==> src/fpl_pkg.sv <==
package fpl_pkg;

  // ****************************************************
  // Register offsets
  // ****************************************************
  localparam logic [7:0] OUT1_SHUTOFF_OFS = 8'h33;
  localparam logic [7:0] OUT2_SHUTOFF_OFS = 8'h34;
  localparam logic [7:0] BINDINGS_OFS     = 8'h35;
  localparam logic [7:0] FLOOR_HYST_OFS   = 8'h36;

  // ****************************************************
  // Reset values
  // ****************************************************
  localparam logic [7:0] OUT1_SHUTOFF_RST = 8'h00;
  localparam logic [7:0] OUT2_SHUTOFF_RST = 8'h00;
  localparam logic [7:0] BINDINGS_RST     = 8'h30;
  localparam logic [7:0] FLOOR_HYST_RST   = 8'h00;

  // ****************************************************
  // Field positions
  // ****************************************************
  localparam int CUTOFF_MSB   = 7;
  localparam int CUTOFF_LSB   = 3;
  localparam int BIND_LOOP_Z1 = 0;
  localparam int BIND_LOOP_Z2 = 1;
  localparam int BIND_OUT1_PI = 2;
  localparam int BIND_OUT2_PI = 3;
  localparam int BIND_TBL_LSB = 4;
  localparam int HYST_MSB     = 3;
  localparam int HYST_LSB     = 0;
  localparam int FLOOR_MSB    = 7;
  localparam int FLOOR_LSB    = 4;

  // ****************************************************
  // Widths and scaling
  // ****************************************************
  localparam int DUTY_W       = 9;
  localparam int TEMP_W       = 9;
  localparam int COEF_W       = 3;
  localparam int TABLES       = 4;
  localparam int OUTPUTS      = 2;
  localparam int CUTOFF_SHIFT = 3;
  localparam int FLOOR_SHIFT  = 4;
  localparam logic [7:0] RD_UNMAPPED = 8'h00;

endpackage

==> src/fpl_out_gate.sv <==
`timescale 1ns/1ns
module fpl_out_gate (
  // Requested duty
  input  wire logic [fpl_pkg::DUTY_W-1:0] duty_in,
  // Settings
  input  wire logic [4:0]                 cutoff_duty,
  input  wire logic [fpl_pkg::COEF_W-1:0] smoothing_coef,
  // Result
  output logic      [fpl_pkg::DUTY_W-1:0] duty_out,
  output logic                            forced_off
);

  logic [fpl_pkg::DUTY_W-1:0] threshold;
  logic                       gate_on;

  // ****************************************************
  // Shutoff comparison
  // ****************************************************
  assign threshold  = {{(fpl_pkg::DUTY_W-8){1'b0}}, cutoff_duty, 3'h0};
  assign gate_on    = (smoothing_coef != 3'h0);
  assign forced_off = gate_on && (duty_in < threshold);
  assign duty_out   = forced_off ? {fpl_pkg::DUTY_W{1'b0}} : duty_in;

endmodule

==> src/fpl_ctrl.sv <==
`timescale 1ns/1ns
module fpl_ctrl (
  // Clock and reset
  input  wire logic                              clk,
  input  wire logic                              rst,
  // Register port
  input  wire logic [7:0]                        reg_addr,
  input  wire logic                              reg_wr,
  input  wire logic [7:0]                        reg_wdata,
  input  wire logic                              reg_rd,
  output logic      [7:0]                        reg_rdata,
  // Filter coefficients
  input  wire logic [fpl_pkg::COEF_W-1:0]        out1_smoothing_coef,
  input  wire logic [fpl_pkg::COEF_W-1:0]        out2_smoothing_coef,
  // Zone temperatures, half degree units
  input  wire logic [fpl_pkg::TEMP_W-1:0]        zone1_temp,
  input  wire logic [fpl_pkg::TEMP_W-1:0]        zone2_temp,
  input  wire logic [fpl_pkg::TEMP_W-1:0]        zone3_temp,
  input  wire logic [fpl_pkg::TEMP_W-1:0]        zone4_temp,
  input  wire logic [fpl_pkg::TEMP_W-1:0]        loop_target,
  // Duty sources
  input  wire logic [fpl_pkg::DUTY_W-1:0]        loop_duty,
  input  wire logic                              loop_active,
  input  wire logic                              loop_forced_off,
  input  wire logic [fpl_pkg::DUTY_W-1:0]        out1_table_duty,
  input  wire logic [fpl_pkg::DUTY_W-1:0]        out2_table_duty,
  // Table inputs
  output logic      [fpl_pkg::TEMP_W-1:0]        table1_temp,
  output logic      [fpl_pkg::TEMP_W-1:0]        table2_temp,
  output logic      [fpl_pkg::TEMP_W-1:0]        table3_temp,
  output logic      [fpl_pkg::TEMP_W-1:0]        table4_temp,
  // Loop feedback
  output logic      [fpl_pkg::TEMP_W-1:0]        loop_temp,
  output logic                              loop_temp_valid,
  output logic                              loop_above_target,
  output logic                              loop_below_window,
  output logic      [fpl_pkg::DUTY_W-1:0]        loop_duty_held,
  // Fan outputs
  output logic      [fpl_pkg::DUTY_W-1:0]        out1_duty,
  output logic      [fpl_pkg::DUTY_W-1:0]        out2_duty,
  output logic                              out1_off,
  output logic                              out2_off
);

  // ****************************************************
  // Registers
  // ****************************************************
  logic [4:0] out1_cutoff_duty_reg;
  logic [4:0] out2_cutoff_duty_reg;
  logic [7:0] bindings_reg;
  logic [3:0] loop_hysteresis_reg;
  logic [3:0] loop_floor_duty_reg;

  always_ff @(posedge clk or posedge rst) begin
    if (rst) begin
      out1_cutoff_duty_reg <= fpl_pkg::OUT1_SHUTOFF_RST[fpl_pkg::CUTOFF_MSB:fpl_pkg::CUTOFF_LSB];
      out2_cutoff_duty_reg <= fpl_pkg::OUT2_SHUTOFF_RST[fpl_pkg::CUTOFF_MSB:fpl_pkg::CUTOFF_LSB];
      bindings_reg         <= fpl_pkg::BINDINGS_RST;
      loop_hysteresis_reg  <= fpl_pkg::FLOOR_HYST_RST[fpl_pkg::HYST_MSB:fpl_pkg::HYST_LSB];
      loop_floor_duty_reg  <= fpl_pkg::FLOOR_HYST_RST[fpl_pkg::FLOOR_MSB:fpl_pkg::FLOOR_LSB];
    end else if (reg_wr) begin
      case (reg_addr)
        fpl_pkg::OUT1_SHUTOFF_OFS: begin
          out1_cutoff_duty_reg <= reg_wdata[fpl_pkg::CUTOFF_MSB:fpl_pkg::CUTOFF_LSB];
        end
        fpl_pkg::OUT2_SHUTOFF_OFS: begin
          out2_cutoff_duty_reg <= reg_wdata[fpl_pkg::CUTOFF_MSB:fpl_pkg::CUTOFF_LSB];
        end
        fpl_pkg::BINDINGS_OFS: begin
          bindings_reg <= reg_wdata;
        end
        fpl_pkg::FLOOR_HYST_OFS: begin
          loop_hysteresis_reg <= reg_wdata[fpl_pkg::HYST_MSB:fpl_pkg::HYST_LSB];
          loop_floor_duty_reg <= reg_wdata[fpl_pkg::FLOOR_MSB:fpl_pkg::FLOOR_LSB];
        end
        default: begin
        end
      endcase
    end
  end

  // ****************************************************
  // Read back
  // ****************************************************
  logic [7:0] rdata_next;

  always_comb begin
    case (reg_addr)
      fpl_pkg::OUT1_SHUTOFF_OFS: rdata_next = {out1_cutoff_duty_reg, 3'h0};
      fpl_pkg::OUT2_SHUTOFF_OFS: rdata_next = {out2_cutoff_duty_reg, 3'h0};
      fpl_pkg::BINDINGS_OFS:     rdata_next = bindings_reg;
      fpl_pkg::FLOOR_HYST_OFS:   rdata_next = {loop_floor_duty_reg, loop_hysteresis_reg};
      default:                   rdata_next = fpl_pkg::RD_UNMAPPED;
    endcase
  end

  always_ff @(posedge clk or posedge rst) begin
    if (rst) begin
      reg_rdata <= fpl_pkg::RD_UNMAPPED;
    end else if (reg_rd) begin
      reg_rdata <= rdata_next;
    end
  end

  // ****************************************************
  // Table source selection
  // ****************************************************
  function automatic logic [fpl_pkg::TEMP_W-1:0] zone_pick(
    input logic                       use_cpu,
    input logic [fpl_pkg::TEMP_W-1:0] cpu_temp,
    input logic [fpl_pkg::TEMP_W-1:0] other_temp
  );
    zone_pick = use_cpu ? cpu_temp : other_temp;
  endfunction

  logic [fpl_pkg::TEMP_W-1:0] table_sel [fpl_pkg::TABLES];

  genvar t;
  generate
    for (t = 0; t < fpl_pkg::TABLES; t++) begin : g_table
      // Even tables pair zone one with zone three, odd ones zone two with zone four
      if (t % 2 == 0) begin : g_even
        assign table_sel[t] = zone_pick(bindings_reg[fpl_pkg::BIND_TBL_LSB + t],
                                        zone1_temp, zone3_temp);
      end else begin : g_odd
        assign table_sel[t] = zone_pick(bindings_reg[fpl_pkg::BIND_TBL_LSB + t],
                                        zone2_temp, zone4_temp);
      end
    end
  endgenerate

  always_ff @(posedge clk or posedge rst) begin
    if (rst) begin
      table1_temp <= '0;
      table2_temp <= '0;
      table3_temp <= '0;
      table4_temp <= '0;
    end else begin
      table1_temp <= table_sel[0];
      table2_temp <= table_sel[1];
      table3_temp <= table_sel[2];
      table4_temp <= table_sel[3];
    end
  end

  // ****************************************************
  // Loop temperature and window
  // ****************************************************
  logic                       use_z1;
  logic                       use_z2;
  logic [fpl_pkg::TEMP_W-1:0] hotter;
  logic [fpl_pkg::TEMP_W-1:0] window_low;

  assign use_z1 = bindings_reg[fpl_pkg::BIND_LOOP_Z1];
  assign use_z2 = bindings_reg[fpl_pkg::BIND_LOOP_Z2];

  always_comb begin
    if (use_z1 && use_z2) begin
      hotter = ($signed(zone1_temp) > $signed(zone2_temp)) ? zone1_temp : zone2_temp;
    end else if (use_z1) begin
      hotter = zone1_temp;
    end else if (use_z2) begin
      hotter = zone2_temp;
    end else begin
      hotter = '0;
    end
  end

  assign window_low = loop_target - {{(fpl_pkg::TEMP_W-4){1'b0}}, loop_hysteresis_reg};

  always_ff @(posedge clk or posedge rst) begin
    if (rst) begin
      loop_temp         <= '0;
      loop_temp_valid   <= 1'b0;
      loop_above_target <= 1'b0;
      loop_below_window <= 1'b0;
    end else begin
      loop_temp         <= hotter;
      loop_temp_valid   <= use_z1 || use_z2;
      loop_above_target <= (use_z1 || use_z2) && ($signed(hotter) > $signed(loop_target));
      loop_below_window <= (use_z1 || use_z2) && ($signed(hotter) < $signed(window_low));
    end
  end

  // ****************************************************
  // Loop floor duty
  // ****************************************************
  logic [fpl_pkg::DUTY_W-1:0] floor_duty;
  logic [fpl_pkg::DUTY_W-1:0] loop_clamped;

  assign floor_duty = {1'b0, loop_floor_duty_reg, 4'h0};

  always_comb begin
    if (!loop_active || loop_forced_off) begin
      loop_clamped = '0;
    end else if (loop_duty < floor_duty) begin
      loop_clamped = floor_duty;
    end else begin
      loop_clamped = loop_duty;
    end
  end

  always_ff @(posedge clk or posedge rst) begin
    if (rst) begin
      loop_duty_held <= '0;
    end else begin
      loop_duty_held <= loop_clamped;
    end
  end

  // ****************************************************
  // Output selection and shutoff
  // ****************************************************
  logic [fpl_pkg::DUTY_W-1:0] out_sel   [fpl_pkg::OUTPUTS];
  logic [fpl_pkg::DUTY_W-1:0] out_gated [fpl_pkg::OUTPUTS];
  logic                       out_cut   [fpl_pkg::OUTPUTS];

  assign out_sel[0] = bindings_reg[fpl_pkg::BIND_OUT1_PI] ? loop_clamped : out1_table_duty;
  assign out_sel[1] = bindings_reg[fpl_pkg::BIND_OUT2_PI] ? loop_clamped : out2_table_duty;

  fpl_out_gate u_gate1 (
    .duty_in        (out_sel[0]),
    .cutoff_duty    (out1_cutoff_duty_reg),
    .smoothing_coef (out1_smoothing_coef),
    .duty_out       (out_gated[0]),
    .forced_off     (out_cut[0])
  );

  fpl_out_gate u_gate2 (
    .duty_in        (out_sel[1]),
    .cutoff_duty    (out2_cutoff_duty_reg),
    .smoothing_coef (out2_smoothing_coef),
    .duty_out       (out_gated[1]),
    .forced_off     (out_cut[1])
  );

  always_ff @(posedge clk or posedge rst) begin
    if (rst) begin
      out1_duty <= '0;
      out2_duty <= '0;
      out1_off  <= 1'b0;
      out2_off  <= 1'b0;
    end else begin
      out1_duty <= out_gated[0];
      out2_duty <= out_gated[1];
      out1_off  <= out_cut[0];
      out2_off  <= out_cut[1];
    end
  end

endmodule

==> config.mk <==
export PLATFORM = sky130hd
export DESIGN_NAME = fpl_ctrl
export DESIGN_NICKNAME = d
export VERILOG_FILES = /design/src/fpl_pkg.sv /design/src/fpl_out_gate.sv /design/src/fpl_ctrl.sv
export SDC_FILE = /design/constraint.sdc
export NUM_CORES = 1
export LEC_CHECK = 0
export BUFFER_PORTS_ARGS = -buffer_cell sky130_fd_sc_hd__buf_2
export CAP_MARGIN = 20
export CORE_MARGIN = 2
export CORE_UTILIZATION = 45
export CTS_BUF_LIST = sky130_fd_sc_hd__clkbuf_16
export DETAILED_ROUTE_END_ITERATION = 7
export HOLD_SLACK_MARGIN = 0.15
export PLACE_DENSITY = 0.72
export SKIP_CTS_REPAIR_TIMING = 1
export SLEW_MARGIN = 20
export SYNTH_ARGS = -nofsm -noshare
export SYNTH_HDL_FRONTEND = slang
export SYNTH_SLANG_ARGS = --single-unit
==> constraint.sdc <==
create_clock -name clk -period 4.4 [get_ports clk]
set_input_delay 0 -clock clk [delete_from_list [all_inputs] [get_ports clk]]
set_output_delay 0 -clock clk [all_outputs]
set_load 0.005 [all_outputs]
After elaboration in Yosys (flattened, before gate mapping)

Index checks and enable logic that the tools add are counted.

Bits in registers: 111
Output and inout bits: 85
Logic and storage cells: 59

Add/sub/neg operators: 1
Order comparisons: 6
Equal/unequal tests: 4
Muxes and demuxes: 15
Reductions and logical operators: 14

Operators with widths:

| cell                                                            | count |
|---|---|
| 9-bit two-way mux                                               | 14 |
| 8-bit by 6-bit == test with 1-bit output, second input constant | 4 |
| 8-bit case mux with 4 select lines                              | 1 |
| 9-bit by 8-bit < comparator with 1-bit output                   | 3 |
| 9-bit greater-than comparator                                   | 2 |
| 9-bit < comparator                                              | 1 |
| 9-bit by 4-bit subtractor with 9-bit output                     | 1 |
| 2-bit AND reduction                                             | 4 |
| 3-bit nonzero test                                              | 2 |
| 1-bit logical AND                                               | 5 |
| 1-bit logical OR                                                | 2 |
| 1-bit logical NOT                                               | 1 |

Longest topological paths before layout

Word-level depth: 7
Gate-level depth with buffers: 15

By module

Synthesis repeated with hierarchy kept, for this count alone.

Cell total of the unflattened synthesis: 471
Area total of the unflattened synthesis: 5616.6 um2

Modules (own cells, without submodules):

| module       | times used | cells an instance | area each (um2) |
|---|---|---|---|
| fpl_ctrl     | 1          | 421               | 5258.8 |
| fpl_out_gate | 2          | 25                | 178.9 |

Least setup slack after synthesis

Ideal clock, no wire load.

Path kind: reg-to-reg
Start: reg loop_floor_duty_reg[1]
End: reg out2_duty[0] (netlist bit)
Library setup time: 0.149 ns
Arrival time: 3.212 ns
Required time: 4.251 ns
Path slack: 1.040 ns
Cell stages (with the launch flop): 16
Path buffers: 1
Cells stage by stage: dfrtp_1 > inv_1 > ha_1 > a21o_1 > a21o_1 > a21o_1 > buf_6 > mux2_2 > nand2_1 > ha_1 > a21o_1 > a211oi_1 > nand2_1 > or4b_4 > a41oi_4 > nor3_1

RTL lines:

| element                | line            | RTL |
|---|---|---|
| from (decl)            | fpl_ctrl.sv:52  | `logic [3:0] loop_floor_duty_reg;` |
| from (signal assigned) | fpl_ctrl.sv:60  | `loop_floor_duty_reg <= fpl_pkg::FLOOR_HYST_RST[fpl_pkg::FLOOR_MSB:fpl_pkg::FLOOR_LSB];` |
| from (signal assigned) | fpl_ctrl.sv:74  | `loop_floor_duty_reg <= reg_wdata[fpl_pkg::FLOOR_MSB:fpl_pkg::FLOOR_LSB];` |
| to (signal assigned)   | fpl_ctrl.sv:245 | `out2_duty <= out_gated[1];` |
| to (decl)              | fpl_ctrl.sv:40  | `output logic [fpl_pkg::DUTY_W-1:0] out2_duty,` |

==> out/summary.txt <==
shortest period the worst path allows -> 3.82 ns
grt ovf -> 0
first-pass GRT wire length -> 25400 um
power density of the placed cells -> 300 nW/um^2
CP Data Arrival Time -> 4.04 ns
ranking of synthesized cells by area -> dfrtp_1, mux2_2, ha_1
depth of the worst register-to-register path -> 14
compound-gate portion of the synthesized area -> 12.7%
largest net degree at the start of global routing -> 71
setup skew after layout -> 0.00784 ns
Clock Pin Slew Worst Setup and Hold Paths -> 0.07 ns
total nets after synthesis -> 660
worst min-delay path class -> in2reg
worst supply voltage drop on vdd -> 223 uV
area share of the largest cell type after synthesis -> 46.2%
hold violation total from the final report -> 0
FILL cells -> 988
length of routed met3 wiring -> 1290 um
routability-driven placement congestion ratio -> 0.905
wire length the detailed router placed on met1 -> 6610 um
Port Buf Inserts -> 184
post-synthesis average cell area -> 11.4 sq um
Static Leakage -> 4.07 nW
number of design-rule violations left by the first detailed-router iteration -> 304
total number of vias -> 5204
first-pass detailed-route iteration total -> 6
post-synthesis share of cell area spent on full adders, half adders and majority gates -> 9.04%
most numerous cell in the Yosys netlist -> dfrtp_1
run status -> finished clean
Routed WL per cell -> 18.1 um
Seq/Total Area, Yosys -> 47.1%
Core ar. -> 12700 sq um
Mapped Area -> 5900 sq um
crit path launch type -> flip-flop
number of vias per cell after detailed routing -> 5.40
post-synthesis sequential element count -> 111
Yosys warning count -> 0
Hold Crit Start -> out1_table_duty[1]
number of max-slew violations in the final report -> 0
gate count after technology mapping -> 518
instance count along the most critical hold path -> 4
final setup vio count -> 0
worst setup path start -> loop_floor_duty_reg[1]
via count of the first global-routing pass -> 5149
predominant post-synthesis flop cell -> dfrtp_1
Worst EP required -> 4.61 ns
met2 wire length -> 9010 um
slew at the pin closest to its max-slew limit -> 0.875 ns
final net count -> 929
mux contribution to synthesized area -> 13.9%
area of the die -> 14000 sq um
die extent in x -> 118 um
row count -> 41
Reg2Reg Launch Point -> loop_floor_duty_reg[1]
RSZ-0062 raised after global routing -> no
clock tree from TritonCTS -> yes
residual antenna-violating net count after detailed routing -> 0
cell type with the largest total area after synthesis -> dfrtp_1
Sum Neg Setup Slack -> 0 ns
Highest Clock Rate -> 262 MHz
combinational family with the most area after synthesis -> multiplexers
top cells by instance count after synthesis -> dfrtp_1, mux2_2, inv_1
Bufs on Longest Clock Path -> 2
end-of-flow core utilization -> 64.5%
number of enable flip-flop cells after synthesis -> 0
TritonCTS sink count -> 111
half-perimeter wire length of the detailed placement result -> 12200 um
xor/xnor share of the synthesized area -> 1.19%
Clock H-tree levels -> 3
Critical Path Fanout Max -> 16
count of max-cap constraint violations -> 0
critical path capture point type -> flip-flop
top layer used by detailed routing -> met4
I/O pin count -> 185
clk_lat worst skew -> 0.37 ns
antenna violations before repair -> 0
post-synthesis async set-or-reset flop share -> 100%
buffer cell driving the clock tree root -> clkbuf_16
Fin Hold WS -> 0.0895 ns
total wire length -> 17500 um
Setup CP Type -> reg2reg
total clock buffers created by CTS -> 9
Inserted Diodes -> 0
share of the clock period used by the worst path -> 86.9%
Synth Area in Simple Gates -> 10.9%
area growth from synthesis to layout -> 39.2%
starting utilization of the core area -> 46.4%
overall track demand over capacity in global routing -> 23.0%
Slew headroom -> 41.4%
number of design rule violations left after detail routing -> 0
fraction of layout cells with a size suffix above 1 -> 36.1%
count of unique library cells instantiated by Yosys -> 53
height of the die -> 118 um
## per-layer routing
layer	GRT usage, %	vias to the layer above
met1	26.1	2526
met4	10.6	0
met3	7.96	45
met5	0	-
li1	-	2405
met2	38.8	228
## power breakdown
part	switching, mW	leakage (nW)	internal [mW]
clock	0.381	0.171	0.553
sequential	0.0327	1.41	1.07
combinational	0.206	2.48	0.216
total	0.620	4.07	1.84
## worst paths after layout
path | endpoint | slack (ns)
max | out2_duty[0] | 0.58
min | out1_duty[1] | 0.09
max reg2reg | out2_duty[0] | 0.58
min reg2reg | out1_cutoff_duty_reg[1] | 0.54
max in group asynchronous | table4_temp[6] | 2.95
min in group asynchronous | loop_floor_duty_reg[2] | 0.36
## cell families after synthesis
group           count (synthesis)
flops                         111
fa+ha+maj                      42
simple gates                  119
xor+xnor                        8
buf+inv                        72
mux                            73
compound gates                 93
## metrics by stage
stage / instance area, sq um / cells / power, mW / setup slack (ns)
after detailed placement: 6970 / 858 / 1.47 / 0.585
after floorplan: 5900 / 518 / 1.31 / 1.04
after global placement: 6970 / 858 / 1.46 / 0.748
final: 8210 / 964 / 2.46 / 0.578
after CTS: 7310 / 874 / 2.40 / 0.575
after global routing: 8210 / 964 / 2.56 / 0.319
## cell usage in the layout, fill, tap and decap left out, drive strengths merged, types with 9 or more instances in the layout
| cell type | instances |
|---|---|
| nor2 | 18 |
| clkbuf | 9 |
| nand2 | 23 |
| a21o | 10 |
| nand3 | 19 |
| dfrtp | 109 |
| mux2 | 69 |
| nand2b | 11 |
| ha | 41 |
| nor3 | 12 |
| inv | 52 |
| nor2b | 13 |
| buf | 189 |
| dlygate4sd3 | 90 |
| a211oi | 16 |
| a41oi | 12 |
## area by class of cell
class / count / area [sq um] / area share [%]
clock buffer: 9 / 225 / 2.74
clock inverter: 7 / 113 / 1.37
inverter: 51 / 194 / 2.36
multi-input combinational: 335 / 2820 / 34.4
sequential: 111 / 2780 / 33.9
tap: 172 / 215 / 2.62
timing repair buffer: 279 / 1860 / 22.6
## worst max-delay path: stages, from the launching register on
cell	delay, ns
dfrtp_1	0.43
inv_1	0.06
ha_1	0.27
a21o_1	0.10
a21o_1	0.15
a21o_1	0.50
mux2_2	0.41
nand2_1	0.07
ha_1	0.24
a21o_1	0.18
a211oi_1	0.21
nand2_1	0.10
or4b_4	0.51
a41oi_4	0.31
nor3_1	0.11
Note: power is estimated with default switching activity, not from simulation.
